File: src/ebc_pkg.sv
// Purpose: Shared constants for the external bus cycle controller.
// Assumes: 10 MHz system clock; bus reference clock is CLK divided by two.
// Notes:   Monitor periods are in bus reference clock cycles.
package ebc_pkg;
  localparam int unsigned CLK_HZ            = 10_000_000;
  localparam int unsigned MIN_CYCLES_ACK    = 3;
  localparam int unsigned FAST_CYCLES       = 2;
  localparam int unsigned MON_MAX_CYCLES    = 64;
  localparam logic [3:0]  ACK_OPT_FAST      = 4'he;
  localparam logic [3:0]  ACK_OPT_EXTERNAL  = 4'hf;
  localparam logic [2:0]  FC_CONTROL_SPACE  = 3'h7;
  localparam logic [3:0]  CTYPE_BKPT_ACK    = 4'h0;
  localparam logic [3:0]  CTYPE_LP_STOP     = 4'h3;
  localparam logic [3:0]  CTYPE_INT_ACK     = 4'hf;
  localparam logic [1:0]  SIZE_BYTE         = 2'h1;
  localparam logic [1:0]  SIZE_WORD         = 2'h2;
  localparam logic [1:0]  SIZE_LONG         = 2'h0;
  localparam logic [1:0]  ACK_WAIT          = 2'h3;
  localparam logic [1:0]  ACK_PORT8         = 2'h2;
  localparam logic [1:0]  ACK_PORT16        = 2'h1;
  localparam logic [1:0]  ACK_RSVD          = 2'h0;
  localparam logic [1:0]  RESULT_OK         = 2'h0;
  localparam logic [1:0]  RESULT_BUS_ERR    = 2'h1;
  localparam logic [1:0]  RESULT_TIMEOUT    = 2'h2;
  localparam logic        CS_TIMING_SELECT_ADDR         = 1'b0;
endpackage : ebc_pkg

File: src/ebc_bus_monitor.sv
// Purpose: Response-time watchdog for one external bus cycle.
// Assumes: tick is a one-cycle enable per bus reference clock cycle.
// Notes:   Cannot be disabled; the period field picks 8, 16, 32 or 64 cycles.
module ebc_bus_monitor
  import ebc_pkg::*;
#(
  parameter int unsigned MAX_CYCLES = MON_MAX_CYCLES
) (
  input  wire logic       clk,
  input  wire logic       reset_n,
  input  wire logic       restart,
  input  wire logic       stop,
  input  wire logic       tick,
  input  wire logic [1:0] period_sel,
  output logic            expired
);
  initial begin
    if (MAX_CYCLES < 8 || MAX_CYCLES > 255) $error("MAX_CYCLES out of range");
  end

  logic [7:0] cnt_ff;
  logic       run_ff;
  logic [7:0] limit;

  // Longest selection equals MAX_CYCLES; each step below halves it
  assign limit = 8'(MAX_CYCLES >> (2'd3 - period_sel));

  always_ff @(posedge clk or negedge reset_n) begin
    if (!reset_n) begin
      cnt_ff  <= 8'h00;
      run_ff  <= 1'b0;
      expired <= 1'b0;
    end else begin
      expired <= 1'b0;
      if (restart) begin
        cnt_ff <= 8'h00;
        run_ff <= 1'b1;
      end else if (stop) begin
        run_ff <= 1'b0;
      end else if (run_ff && tick) begin
        if (cnt_ff + 8'h01 >= limit) begin
          expired <= 1'b1;
          run_ff  <= 1'b0;
        end
        cnt_ff <= cnt_ff + 8'h01;
      end
    end
  end
endmodule : ebc_bus_monitor

File: src/ebc_bus_master.sv
// Purpose: External bus master sequencing regular, fast and control-space cycles.
// Assumes: Bus inputs are asynchronous and pass two flip-flops before use.
// Notes:   Bus reference clock is CLK/2; falling phase on ph_ff=1 toggling to 0.
module ebc_bus_master
  import ebc_pkg::*;
#(
  parameter int unsigned ADDR_W = 24
) (
  input  wire logic              CLK,
  input  wire logic              RESET_N,
  input  wire logic              REQ_VALID,
  input  wire logic              REQ_WRITE,
  input  wire logic [1:0]        REQ_SIZE,
  input  wire logic [ADDR_W-1:0] REQ_ADDR,
  input  wire logic [2:0]        REQ_SPACE,
  input  wire logic [3:0]        REQ_CTYPE,
  input  wire logic [15:0]       REQ_WDATA,
  input  wire logic [3:0]        CS_ACK_OPT,
  input  wire logic              CS_TIMING_SELECT,
  input  wire logic [1:0]        MONITOR_PERIOD_SEL,
  input  wire logic [1:0]        DATA_SIZE_ACK_N,
  input  wire logic              BUS_ERROR_IN_N,
  input  wire logic              HALT_N,
  input  wire logic [15:0]       DATA_IN,
  output logic                   REQ_READY,
  output logic                   DONE,
  output logic [1:0]             DONE_RESULT,
  output logic                   DONE_PORT8,
  output logic [15:0]            RDATA,
  output logic                   BUS_REFERENCE_CLOCK,
  output logic [ADDR_W-1:0]      ADDR_OUT,
  output logic [1:0]             BYTE_COUNT_CODE,
  output logic [2:0]             FUNCTION_CODE,
  output logic                   ADDRESS_STROBE_N,
  output logic                   DATA_STROBE_N,
  output logic                   READ_WRITE_N,
  output logic [15:0]            DATA_OUT,
  output logic                   DATA_OE
);
  initial begin
    if (ADDR_W < 20) $error("ADDR_W must hold control-space type field");
  end

  typedef enum {ST_IDLE, ST_S0, ST_S1, ST_WAIT, ST_LATCH, ST_END} ebc_state_t;

  // ----------------------------------------------------------------
  // Synchronisers
  // ----------------------------------------------------------------
  logic [1:0]  ack_m_ff, ack_ff;
  logic        bus_error_in_m_ff, bus_error_in_ff, halt_m_ff, halt_ff;
  logic [15:0] din_m_ff, din_ff;

  always_ff @(posedge CLK or negedge RESET_N) begin
    if (!RESET_N) begin
      ack_m_ff  <= ACK_WAIT;
      ack_ff    <= ACK_WAIT;
      bus_error_in_m_ff <= 1'b1;
      bus_error_in_ff   <= 1'b1;
      halt_m_ff <= 1'b1;
      halt_ff   <= 1'b1;
      din_m_ff  <= 16'h0000;
      din_ff    <= 16'h0000;
    end else begin
      ack_m_ff  <= DATA_SIZE_ACK_N;
      ack_ff    <= ack_m_ff;
      bus_error_in_m_ff <= BUS_ERROR_IN_N;
      bus_error_in_ff   <= bus_error_in_m_ff;
      halt_m_ff <= HALT_N;
      halt_ff   <= halt_m_ff;
      din_m_ff  <= DATA_IN;
      din_ff    <= din_m_ff;
    end
  end

  // ----------------------------------------------------------------
  // Bus reference clock divider
  // ----------------------------------------------------------------
  logic ph_ff;
  logic fall_en;

  always_ff @(posedge CLK or negedge RESET_N) begin
    if (!RESET_N) begin
      ph_ff               <= 1'b0;
      BUS_REFERENCE_CLOCK <= 1'b0;
    end else begin
      ph_ff               <= ~ph_ff;
      BUS_REFERENCE_CLOCK <= ~ph_ff;
    end
  end
  // State machine advances once per bus clock, on the falling-edge phase, except the timeout jump to ST_END, taken on the other phase
  assign fall_en = ph_ff;

  // ----------------------------------------------------------------
  // Cycle sequencer
  // ----------------------------------------------------------------
  ebc_state_t  state_ff;
  logic        fast_ff, write_ff, port8_ff;
  logic [1:0]  result_ff;
  logic        mon_expired;
  logic        mon_restart;
  logic        term_ack, term_err;

  // Both-low is reserved and treated as no acknowledge
  function automatic logic ack_valid(input logic [1:0] a);
    return (a == ACK_PORT8) || (a == ACK_PORT16);
  endfunction

  // Halt alone is ignored here; with bus error it is bus error
  assign term_err    = !bus_error_in_ff || mon_expired;
  assign term_ack    = fast_ff || ack_valid(ack_ff);
  assign mon_restart = (state_ff == ST_IDLE) && REQ_VALID && fall_en;

  ebc_bus_monitor #(
    .MAX_CYCLES (MON_MAX_CYCLES)
  ) u_monitor (
    .clk        (CLK),
    .reset_n    (RESET_N),
    .restart    (mon_restart),
    .stop       (state_ff == ST_LATCH || state_ff == ST_END),
    .tick       (fall_en),
    .period_sel (MONITOR_PERIOD_SEL),
    .expired    (mon_expired)
  );

  always_ff @(posedge CLK or negedge RESET_N) begin
    if (!RESET_N) begin
      state_ff  <= ST_IDLE;
      fast_ff   <= 1'b0;
      write_ff  <= 1'b0;
      port8_ff  <= 1'b0;
      result_ff <= RESULT_OK;
    end else if (mon_expired && state_ff != ST_IDLE && state_ff != ST_END) begin
      state_ff  <= ST_END;
      result_ff <= RESULT_TIMEOUT;
    end else if (fall_en) begin
      case (state_ff)
        ST_IDLE: if (REQ_VALID) begin
          state_ff  <= ST_S0;
          // A fast write without address strobe timing falls back to external acknowledge
          fast_ff   <= (CS_ACK_OPT == ACK_OPT_FAST)
                       && (!REQ_WRITE || CS_TIMING_SELECT == CS_TIMING_SELECT_ADDR);
          write_ff  <= REQ_WRITE;
          result_ff <= RESULT_OK;
        end
        ST_S0: state_ff <= fast_ff ? ST_LATCH : ST_S1;
        ST_S1: begin
          if (term_err) begin
            state_ff  <= ST_END;
            result_ff <= RESULT_BUS_ERR;
          end else if (term_ack) begin
            state_ff <= ST_LATCH;
            port8_ff <= (ack_ff == ACK_PORT8);
          end else begin
            state_ff <= ST_WAIT;
          end
        end
        ST_WAIT: begin
          if (term_err) begin
            state_ff  <= ST_END;
            result_ff <= RESULT_BUS_ERR;
          end else if (term_ack) begin
            state_ff <= ST_LATCH;
            port8_ff <= (ack_ff == ACK_PORT8);
          end
        end
        ST_LATCH: begin
          state_ff <= ST_END;
          // Late bus error after acknowledge still aborts the cycle
          if (!bus_error_in_ff) result_ff <= RESULT_BUS_ERR;
        end
        ST_END:  state_ff <= ST_IDLE;
        default: state_ff <= ST_IDLE;
      endcase
    end
  end

  // ----------------------------------------------------------------
  // Pins and answers
  // ----------------------------------------------------------------
  always_ff @(posedge CLK or negedge RESET_N) begin
    if (!RESET_N) begin
      ADDR_OUT         <= '0;
      BYTE_COUNT_CODE  <= SIZE_BYTE;
      FUNCTION_CODE    <= 3'h0;
      READ_WRITE_N     <= 1'b1;
      DATA_OUT         <= 16'h0000;
      DATA_OE          <= 1'b0;
    end else if (state_ff == ST_IDLE && REQ_VALID && fall_en) begin
      ADDR_OUT        <= REQ_ADDR;
      if (REQ_SPACE == FC_CONTROL_SPACE) begin
        ADDR_OUT[19:16] <= REQ_CTYPE;
      end
      BYTE_COUNT_CODE <= REQ_SIZE;
      FUNCTION_CODE   <= REQ_SPACE;
      READ_WRITE_N    <= ~REQ_WRITE;
      // Bytes ride on 15..8 so 8-bit ports see them
      DATA_OUT        <= (REQ_SIZE == SIZE_BYTE) ? {REQ_WDATA[7:0], REQ_WDATA[7:0]} : REQ_WDATA;
      DATA_OE         <= REQ_WRITE;
    end else if (state_ff == ST_END && fall_en) begin
      DATA_OE         <= 1'b0;
    end
  end

  always_ff @(posedge CLK or negedge RESET_N) begin
    if (!RESET_N) begin
      ADDRESS_STROBE_N <= 1'b1;
      DATA_STROBE_N    <= 1'b1;
    end else begin
      // Strobes assert a half bus clock after address to leave setup
      ADDRESS_STROBE_N <= !(state_ff inside {ST_S0, ST_S1, ST_WAIT, ST_LATCH});
      DATA_STROBE_N    <= !((state_ff inside {ST_S0, ST_S1, ST_WAIT, ST_LATCH})
                            && !(fast_ff && write_ff));
    end
  end

  always_ff @(posedge CLK or negedge RESET_N) begin
    if (!RESET_N) begin
      REQ_READY   <= 1'b0;
      DONE        <= 1'b0;
      DONE_RESULT <= RESULT_OK;
      DONE_PORT8  <= 1'b0;
      RDATA       <= 16'h0000;
    end else begin
      REQ_READY <= (state_ff == ST_IDLE) && !ph_ff;
      DONE      <= (state_ff == ST_END) && fall_en;
      if (state_ff == ST_LATCH && fall_en && !write_ff) begin
        // Narrow ports return their byte on 15..8
        RDATA <= (port8_ff && !fast_ff) ? {8'h00, din_ff[15:8]} : din_ff;
      end
      if (state_ff == ST_END && fall_en) begin
        DONE_RESULT <= result_ff;
        DONE_PORT8  <= port8_ff && !fast_ff;
      end
    end
  end
endmodule : ebc_bus_master

File: config.mk
export PLATFORM = sky130hd
export DESIGN_NAME = ebc_bus_master
export DESIGN_NICKNAME = d
export VERILOG_FILES = /design/src/ebc_pkg.sv /design/src/ebc_bus_monitor.sv /design/src/ebc_bus_master.sv
export SDC_FILE = /design/constraint.sdc
export NUM_CORES = 1
export LEC_CHECK = 0
export BUFFER_PORTS_ARGS = -buffer_cell sky130_fd_sc_hd__buf_2
export CAP_MARGIN = 20
export CORE_MARGIN = 5
export CORE_UTILIZATION = 57
export CTS_BUF_LIST = sky130_fd_sc_hd__clkbuf_8
export CTS_CLUSTER_SIZE = 40
export DETAILED_ROUTE_END_ITERATION = 6
export GPL_TIMING_DRIVEN = 0
export PLACE_DENSITY = 0.87
export SYNTH_ARGS = -nofsm -noshare
export SYNTH_HDL_FRONTEND = slang
export SYNTH_SLANG_ARGS = --single-unit
File: constraint.sdc
create_clock -name CLK -period 4.5 [get_ports CLK]
set_input_delay 0.225 -clock CLK [delete_from_list [all_inputs] [get_ports CLK]]
set_output_delay 0.225 -clock CLK [all_outputs]
set_load 0.1 [all_outputs]
==> results by group, run 1 <==
Synth
  • Synth unique cells: 45
  • Syn Area/Cell: around 11 um2
  • Post-Synthesis Cells: 460
  • Net count after synthesis: 546
  • Register bit total from synthesis: 127
  • YS warnings: 0
  • Mapped Area: 4960 um2
  • Ys async rst share: between 90% and 100%
  • Sequential-to-total area share from yosys stat: approximately 64%
  • Post-synth EDFFs: 0
  • Top_reg_cell synth: dfrtp_1

Timing
  • Max Slew Vio Count: 0
  • Final Critical Period: 2080 ps
  • Fin. Hold Viols: 0
  • Clock Skews: about 10 ps
  • Setup TNS: 0 ps
  • Setup-failing EPs final: 0
  • Worst Tran Pin Value: a little over 600 ps
  • RSZ-0062 raised after global routing: no
  • Fin crit share: 46.3%
  • Peak Freq: 480 MHz
  • Slew HR: 58.9%

GRT
  • Gr usage total: 27.2%
  • Largest net degree at the start of global routing: 109
  • Number of global-route vias before repair: around 4,500
  • Initial antenna violation count: 0
  • First-pass GRT wire length: 21.7 mm
  • Total grt overflow: 0

CTS
  • CTS buffer count: 17
  • Total clock sinks: 127
  • CTS tree: done
  • PostCTS Resize Cnt: 0
  • CTS max path bufs: 2
  • Htree depth: 4
  • Clock latency on the worst-skew pair: between 400 and 500 ps
  • Worst-path clk slew: 80 ps
  • Clk root buf: clkbuf_8

Drt
  • Iter 0 DRT Violations: approximately 150
  • Routed len/inst: 17.2 um
  • DRT Wirelength: ~14 mm
  • Antenna-violating nets left: 0
  • Vias per inst: 5.29
  • Length of the first detailed-routing pass in iterations: 4
  • # DRC: 0
  • Via Count: 4,225

Min path
  • Hold crit path type: input port to flop
  • Critical hold path startpoint: REQ_WDATA[4]
  • End of the worst hold path: DATA_OUT[4]
  • Hold path depth: 3

Job
  • Max Cap Viol: 0

Finish
  • Synth-to-Final Area Change: 37.6%
  • Ant diodes: 0
  • Layout cells sized above 1: just over 30%
  • Fillcell total: 501
  • Commonest non-fill, non-tap cell in the layout: buf_2
  • Commonest non-fill, non-tap cells in the layout: buf_2, nand2_1, dfrtp_1
  • Nets: between 700 and 800

Setup path
  • FF-to-FF End: u_monitor.run_ff
  • Worst Setup SP: u_monitor.cnt_ff[2]
  • Most used cell, CP: o21ai_0
  • Worst setup EP type: flop
  • Reg2reg setup slack: around 2400 ps
  • RR Startpoint: u_monitor.cnt_ff[2]
  • Worst setup SP type: flop
  • Critical Path RT: slightly below 5000 ps
  • Worst Path Arrival: 2430 ps
  • Worst Path Max Fanout: 5
  • Critical path class: flop to flop
  • R2R depth: 8
  • Crit path largest cell delay: 420 ps
  • Critical path's slowest cell: dfrtp_1
  • Crit-path cells: nand2_1, or2_2, xnor2_1, ha_1, o21ai_0, a21oi_1, o31a_1, o21ai_0

Die
  • Rows: 34
  • Die ar.: 10,700 um2
  • Die Y-Extent: between 100 and 150 um
  • # IOs: 151
  • Starting Density: 57.7%
  • Die Wd: just over 100 um
  • Core area: 8590 um2

Placement
  • Buffers on Ports: 149
  • Final GP Congestion: 0.849
  • Final HPWL from detailed placement: 8.63 mm

Run status
  • Outcome: completed
[area by class of cell]
type | instances | area [um2] | area share, %
Multi-Input combinational cell | 306 | 1650 | 24.1
Buffer | 20 | 95.1 | 1.39
Clock inverter | 15 | 234 | 3.43
Tap cell | 108 | 135 | 1.98
Clock buffer | 17 | 234 | 3.43
Sequential cell | 127 | 3190 | 46.8
Inverter | 7 | 26.3 | 0.385
Timing Repair Buffer | 198 | 1260 | 18.5
[synthesized netlist by cell type (all sizes together) (3+ instances only)]
| cell type | n | area share (%) |
|---|---|---|
| mux2i | 20 | 4.0 |
| o21ai | 47 | 5.0 |
| dfstp | 10 | 5.3 |
| a21o | 5 | 0.76 |
| a22o | 4 | 0.71 |
| nor2b | 5 | 0.83 |
| dfrtp | 117 | 59 |
| buf | 11 | 1.2 |
| nand2 | 153 | 12 |
| inv | 7 | 0.53 |
| nor2 | 8 | 0.61 |
| clkbuf | 9 | 0.68 |
| xnor2 | 3 | 0.53 |
| a21oi | 3 | 0.30 |
| nand3 | 9 | 0.91 |
| nand2b | 7 | 0.88 |
| nor3 | 7 | 0.93 |
| ha | 6 | 1.5 |
[state kept, by name (all words and copies together), names as in the netlist, 2 cells and up]
name              flops
ADDR_OUT             24
DATA_OUT             16
RDATA                16
din_ff               16
din_m_ff             16
u_monitor.cnt_ff      8
FUNCTION_CODE         3
state_ff              3
BYTE_COUNT_CODE       2
DONE_RESULT           2
ack_ff                2
ack_m_ff              2
result_ff             2
[worst max-delay path by stage]
stage / endpoint / cells after the start
detailed placement: u_monitor.run_ff / 9
CTS: u_monitor.run_ff / 8
global route: u_monitor.run_ff / 9
floorplan: u_monitor.cnt_ff[7] / 6
global placement: ADDR_OUT[23] / 1
finish: u_monitor.run_ff / 8
[worst max-delay path, delay by kind of cell, from the launching register on]
family,cells,cell delay [ps]
AO/OA/AOI/OAI,4,690
AND/OR/NAND/NOR,2,450
XOR/XNOR,1,140
adder cells (fa/ha/maj),1,290
flip-flops,1,420
[timing repair]
action	in CTS	in global routing
endpoints found under the hold margin	66	0
hold buffers	48	0
buffers inserted	0	0
[routing by layer]
layer  up-vias  global-route usage, %  part of all wire [%]
met1      2064                   31.0                    38
met3        24                   7.65                   7.7
li1       1958                      -                     -
met2       179                   47.9                    53
met5         -                      0                     0
met4         0                   11.8                   2.0
[kinds of logic after synthesis]
family                     Yosys count  synth area share (%)
muxes                               22                  4.49
buffers and inverters               27                  2.45
and+or+nand+nor                    202                  17.6
DFF                                127                  64.4
adders and majority gates            6                  1.51
AOI/OAI and AO/OA                   71                  8.71
xor gates and xnor gates             5                 0.884
[through the flow]
stage	std cells	utilization, %	worst slack, ps	cell area (um2)	hold WS, ps
after floorplan	460	-	2350	4960	-70.6
after global routing	798	79.4	2240	6820	5.15
final	798	79.4	2420	6820	15.2
after global placement	717	67.9	1720	5840	329
after CTS	798	79.4	2420	6820	2.89
after detailed placement	718	68.3	2450	5870	76.5
Power of run 1 is not shown: default switching activity piles up to over one toggle a cycle in this logic, so the estimate is an artifact.
==> run 2: changes to the inputs <==
- CORE_UTILIZATION: 57 -> 53
- PLACE_DENSITY: 0.87 -> 0.82
- clock period: 4.5 -> 2.15 ns (I/O delays scaled with it)
==> run 2 against run 1 <==
Utilization decreased by 3.1 points. Non-clock buffer count up 22. Final area increased by 2.9%. Global-route usage fell by 1.2 points. Via count up 4.2%. Critical endpoint unchanged.
==> results by group, run 2 (synthesis results as in run 1) <==
Setup path
  • Worst Path Arrival: 2360 ps (was 2430 ps)
  • Reg2reg setup slack: 140 ps (was 2420 ps)
  • Critical path class: flop to flop (unchanged)
  • Worst setup SP type: flop (unchanged)
  • Critical Path RT: 2510 ps (was 4850 ps)
  • Worst setup EP type: flop (unchanged)
  • Worst Path Max Fanout: 4 (was 5)

Placement
  • Area of placed instances: 5880 um2 (was 5870 um2)
  • Buffers on Ports: 149 (unchanged)
  • Final HPWL from detailed placement: 8.57 mm (was 8.63 mm)
  • Final GP Congestion: 0.821 (was 0.849)

GRT
  • Number of global-route vias before repair: 4,850 (was 4,516)
  • Initial antenna violation count: 0 (unchanged)
  • First-pass GRT wire length: 22.9 mm (was 21.7 mm)
  • Largest net degree at the start of global routing: 72 (was 109)
  • Gr usage total: 26.0% (was 27.2%)
  • Total grt overflow: 0 (unchanged)

Timing
  • Max Slew Vio Count: 0 (unchanged)
  • Slew HR: 57.0% (was 58.9%)
  • Worst Tran Pin Value: 646 ps (was 616 ps)
  • Fin. Hold Viols: 0 (unchanged)
  • Clock Skews: 6.53 ps (was 10.3 ps)
  • RSZ-0062 raised after global routing: no (unchanged)
  • Peak Freq: 498 MHz (was 480 MHz)
  • Setup-failing EPs final: 0 (unchanged)
  • Final Critical Period: 2010 ps (was 2080 ps)
  • Fin crit share: 93.3% (was 46.3%)
  • Setup TNS: 0 ps (unchanged)
  • Hold slack final: 15.8 ps (was 15.2 ps)

CTS
  • Htree depth: 4 (unchanged)
  • Clk root buf: clkbuf_8 (unchanged)
  • Total clock sinks: 127 (unchanged)
  • CTS buffer count: 17 (unchanged)
  • CTS max path bufs: 2 (unchanged)
  • Clock latency on the worst-skew pair: 430 ps (about the same)
  • Worst-path clk slew: 70 ps (was 80 ps)
  • CTS tree: done (unchanged)

Die
  • Die Y-Extent: 107 um (was 103 um)
  • Rows: 35 (was 34)
  • Core area: 9200 um2 (was 8590 um2)
  • Die Wd: 107 um (was 103 um)
  • Starting Density: 53.9% (was 57.7%)
  • # IOs: 151 (unchanged)
  • Die ar.: 11,400 um2 (was 10,700 um2)

Finish
  • Layout cells sized above 1: 30.1% (was 30.7%)
  • Fin util: 76.3% (was 79.4%)
  • Final Cell Area: 7020 um2 (was 6820 um2)
  • Largest register FFs: 24 (unchanged)
  • Commonest non-fill, non-tap cell in the layout: buf_2 (unchanged)
  • Top reg by flops: ADDR_OUT (unchanged)
  • Area of the multi-input gates: 1650 um2 (about the same)
  • Ant diodes: 0 (unchanged)
  • Fillcell total: 562 (was 501)
  • Synth-to-Final Area Change: 41.5% (was 37.6%)
  • Nets: 785 (was 763)
  • Reg area: 3190 um2 (about the same)
  • Commonest non-fill, non-tap cells in the layout: buf_2, nand2_1, dfrtp_1 (unchanged)

Drt
  • Vias per inst: 5.35 (was 5.29)
  • # DRC: 0 (unchanged)
  • Antenna-violating nets left: 0 (unchanged)
  • Iter 0 DRT Violations: 238 (was 148)
  • DRT Wirelength: 14.2 mm (was 13.7 mm)
  • Via Count: 4,403 (was 4,225)
  • Length of the first detailed-routing pass in iterations: 5 (was 4)
  • Routed len/inst: 17.3 um (was 17.2 um)

Min path
  • Hold crit path type: input port to flop (unchanged)

Run status
  • Outcome: completed (unchanged)

Job
  • Max Cap Viol: 0 (unchanged)
-- run 2: worst max-delay path, cell delays in order (launching register included) --
cell and delay, ps:
dfrtp_1 410, nand3_1 110, or2_2 330, xnor2_1 140, ha_1 280, o21ai_0 170, a21oi_1 80, o31a_1 270
o21ai_0 130
-- run 2: timing repair --
item,CTS,global route
endpoints found under the hold margin,122,0
buffers inserted,0,1
setup endpoints to repair,0,1
gates resized for setup,0,2
hold buffers,69,0
-- run 2: final cells by class --
type / instances / area share [%]
Clock inverter: 14 / 2.73
Sequential cell: 127 / 45.5
Multi-Input combinational cell: 306 / 23.5
Timing Repair Buffer: 220 / 21.1
Buffer: 20 / 1.36
Tap cell: 111 / 1.98
Inverter: 7 / 0.374
Clock buffer: 18 / 3.53
-- run 2: final timing paths --
path / endpoint / start / cells after the start
hold / removal: ADDR_OUT[16] / REQ_CTYPE[0] / 3
setup / recovery: u_monitor.run_ff / u_monitor.cnt_ff[4] / 8
min in group asynchronous: DONE / RESET_N / 2
max in group asynchronous: READ_WRITE_N / RESET_N / 3
hold reg to reg: din_ff[0] / din_m_ff[0] / 0
setup reg to reg: u_monitor.run_ff / u_monitor.cnt_ff[4] / 8
-- run 2: layer usage --
layer,GRT usage [%],vias to the layer above,share of wire (%)
met5,0,-,0
met4,15.5,0,4.1
met3,7.95,60,8.4
met2,44.2,242,51
met1,28.7,2099,37
li1,-,2002,-
-- run 2: per-stage QoR --
| stage | instances | setup WS [ps] |
|---|---|---|
| floorplan | 460 | 0.208 |
| global placement | 720 | -517 |
| detailed placement | 721 | 146 |
| CTS | 822 | 109 |
| global route | 823 | 1.20 |
| finish | 823 | 143 |
Power of run 2 is left out for the same reason.
==> run 3: changes to the inputs <==
- ABC_AREA: default -> 1
==> run 3 against run 2 <==
Clock skew up 8.6 ps. Synthesized cell count up 12%. Sequential cell count unchanged. Maximum frequency down 1.1%. Sequential share of layout area up 0.27 points. Non-clock buffer count down 4. Critical path depth down 2. Global-route usage down 0.79 points. Synthesized area up 0.40%.
==> results by group, run 3 <==
Timing
  • Max Slew Vio Count: 0 (unchanged)
  • Final Critical Period: 2030 ps (was 2010 ps)
  • Worst setup margin: 121 ps (was 143 ps)
  • Slew HR: 65.4% (was 57.0%)
  • Worst Tran Pin Value: 523 ps (was 646 ps)
  • Fin. Hold Viols: 0 (unchanged)
  • Setup-failing EPs final: 0 (unchanged)
  • Clock Skews: 15.1 ps (was 6.53 ps)
  • Peak Freq: 493 MHz (was 498 MHz)
  • Fin crit share: 94.4% (was 93.3%)
  • RSZ-0062 raised after global routing: no (unchanged)

Finish
  • Reg area: 3190 um2 (unchanged)
  • Top reg by flops: ADDR_OUT (unchanged)
  • Area of the multi-input gates: 1530 um2 (was 1650 um2)
  • Synth-to-Final Area Change: 40.1% (was 41.5%)
  • Fillcell total: 587 (was 562)
  • Commonest non-fill, non-tap cell in the layout: nand2_1 (was buf_2)
  • Final non-filler cell total: 880 (was 823)
  • Layout cells sized above 1: 28.2% (was 30.1%)
  • Largest register FFs: 24 (unchanged)
  • Commonest non-fill, non-tap cells in the layout: nand2_1, buf_2, dfrtp_1 (was buf_2, nand2_1, dfrtp_1)
  • Nets: 843 (was 785)
  • Ant diodes: 0 (unchanged)

Placement
  • Worst slack, placed: 157 ps (was 146 ps)
  • Buffers on Ports: 149 (unchanged)
  • Final HPWL from detailed placement: 8.64 mm (was 8.57 mm)
  • Cell Count Post-Placement: 778 (was 721)
  • Final GP Congestion: 0.846 (was 0.821)

Synth
  • Synth unique cells: 31 (was 45)
  • Mapped Area: 4980 um2 (was 4960 um2)
  • Post-synth top cells: nand2_1, dfrtp_1, inv_1, o21ai_0, nor2_1 (was nand2_1, dfrtp_1, o21ai_0, mux2i_1)
  • Net count after synthesis: 603 (was 546)
  • Top-count cell post-synth: nand2_1 (unchanged)
  • Ranking of synthesized cells by area: dfrtp_1, nand2_1, dfstp_2, o21ai_0, inv_1 (was dfrtp_1, nand2_1, dfstp_2, o21ai_0, mux2i_1)
  • Syn Area/Cell: 9.63 um2 (was 10.8 um2)
  • YS warnings: 0 (unchanged)
  • Register bit total from synthesis: 127 (unchanged)
  • Ys async rst share: 100% (unchanged)
  • Post-Synthesis Cells: 517 (was 460)
  • Cell taking the most area after synthesis: dfrtp_1 (unchanged)
  • Sequential-to-total area share from yosys stat: 64.1% (was 64.4%)
  • Post-synth EDFFs: 0 (unchanged)
  • Top_reg_cell synth: dfrtp_1 (unchanged)
  • Post-synth top area share: 58.8% (was 59.1%)

Die
  • Starting Density: 54.1% (was 53.9%)
  • # IOs: 151 (unchanged)
  • Die Y-Extent: 107 um (about the same)
  • Die ar.: 11,400 um2 (about the same)
  • Rows: 35 (unchanged)
  • Core area: 9200 um2 (unchanged)
  • Die Wd: 107 um (about the same)

Min path
  • Hold crit path type: input port to flop (unchanged)

CTS
  • Worst-path clk slew: 70 ps (about the same)
  • CTS tree: done (unchanged)
  • CTS max path bufs: 2 (unchanged)
  • Clock latency on the worst-skew pair: 430 ps (about the same)
  • CTS buffer count: 17 (unchanged)
  • Total clock sinks: 127 (unchanged)
  • Htree depth: 4 (unchanged)
  • Clk root buf: clkbuf_8 (unchanged)

Job
  • Max Cap Viol: 0 (unchanged)

GRT
  • Initial antenna violation count: 0 (unchanged)
  • Total grt overflow: 0 (unchanged)
  • Gr usage total: 25.2% (was 26.0%)
  • Number of global-route vias before repair: 4,677 (was 4,850)
  • Largest net degree at the start of global routing: 108 (was 72)
  • First-pass GRT wire length: 22.5 mm (was 22.9 mm)

Drt
  • Routed len/inst: 15.6 um (was 17.3 um)
  • Vias per inst: 5.13 (was 5.35)
  • # DRC: 0 (unchanged)
  • Via Count: 4,510 (was 4,403)
  • Length of the first detailed-routing pass in iterations: 4 (was 5)
  • DRT Wirelength: 13.7 mm (was 14.2 mm)
  • Antenna-violating nets left: 0 (unchanged)
  • Iter 0 DRT Violations: 221 (was 238)

Run status
  • Outcome: completed (unchanged)

Setup path
  • Worst Path Arrival: 2320 ps (was 2360 ps)
  • Critical path class: flop to flop (unchanged)
  • Worst Path Max Fanout: 10 (was 4)
  • Critical Path RT: 2440 ps (was 2510 ps)
  • Worst setup SP type: flop (unchanged)
  • Worst setup EP type: flop (unchanged)
==> run 3: changes by cell type after synthesis, moves of 5 or more <==
cell | previous run | this run
o21ai_0 | 46 | 39
nand4_1 | 1 | 6
a21oi_1 | 3 | 8
nand2b_1 | 7 | 0
mux2i_1 | 20 | 0
nand2_1 | 153 | 189
inv_1 | 7 | 46
a31oi_1 | 1 | 8
nor2_1 | 8 | 21
a21o_1 | 5 | 0
nand3_1 | 9 | 19
==> run 3: cells by family after synthesis <==
group,count (synthesis),synth area share (%)
adders and majority gates,6,1.51
xor gates and xnor gates,5,0.880
AOI/OAI and AO/OA,66,7.34
DFF,127,64.1
buffers and inverters,65,5.30
and+or+nand+nor,248,20.9
==> run 3: cell type report <==
type | instances | share of cell area [%]
tap | 111 | 1.99
multi-input combinational | 325 | 21.9
inverter | 50 | 2.69
sequential | 127 | 45.8
buffer | 15 | 1.13
clock inverter | 13 | 1.69
timing repair buffer | 221 | 21.3
clock buffer | 18 | 3.55
==> run 3: path summary, 6_finish.rpt <==
check	to	startpoint	cells past startpoint	slack, ps
worst max-delay path	ADDR_OUT[19]	state_ff[0]	6	120
worst min-delay path	DATA_OUT[15]	REQ_WDATA[15]	5	40
worst max register to register	ADDR_OUT[19]	state_ff[0]	6	120
worst min register to register	din_ff[11]	din_m_ff[11]	0	360
max in group asynchronous	DATA_STROBE_N	RESET_N	3	1280
min in group asynchronous	ADDR_OUT[1]	RESET_N	2	90
==> run 3: worst max-delay path: stages (launching register included) <==
cell and delay (ps):
dfrtp_1 460, nor2_4 190, nand4_4 180, buf_4 240
a21oi_1 150, a2bb2oi_1 100, dlygate4sd3_1 590
==> run 3: through the flow <==
stage | utilization (%) | cell area [um2] | hold WS [ps] | TNS, ps
after global routing | 75.9 | 6980 | 44.1 | 0
final | 75.9 | 6980 | 38.6 | 0
after detailed placement | 64.1 | 5900 | -29.5 | 0
after floorplan | - | 4980 | -188 | 0
after CTS | 75.7 | 6960 | 7.19 | 0
after global placement | 63.7 | 5860 | 214 | -58620
==> run 3: repair_timing <==
item / CTS / global route
gates resized for setup: 0 / 4
hold buffers: 70 / 0
buffers inserted: 0 / 1
endpoints found under the hold margin: 181 / 0
endpoints found under the setup margin: 0 / 2
==> run 3: per-layer routing <==
metal | track usage [%] | share of wire [%] | vias to the layer above
li1 | - | - | 2113
met4 | 12.1 | 4.1 | 0
met3 | 6.86 | 5.9 | 46
met2 | 43.5 | 52 | 179
met5 | 0 | 0 | -
met1 | 29.1 | 38 | 2172
Power of run 3 is left out for the same reason.
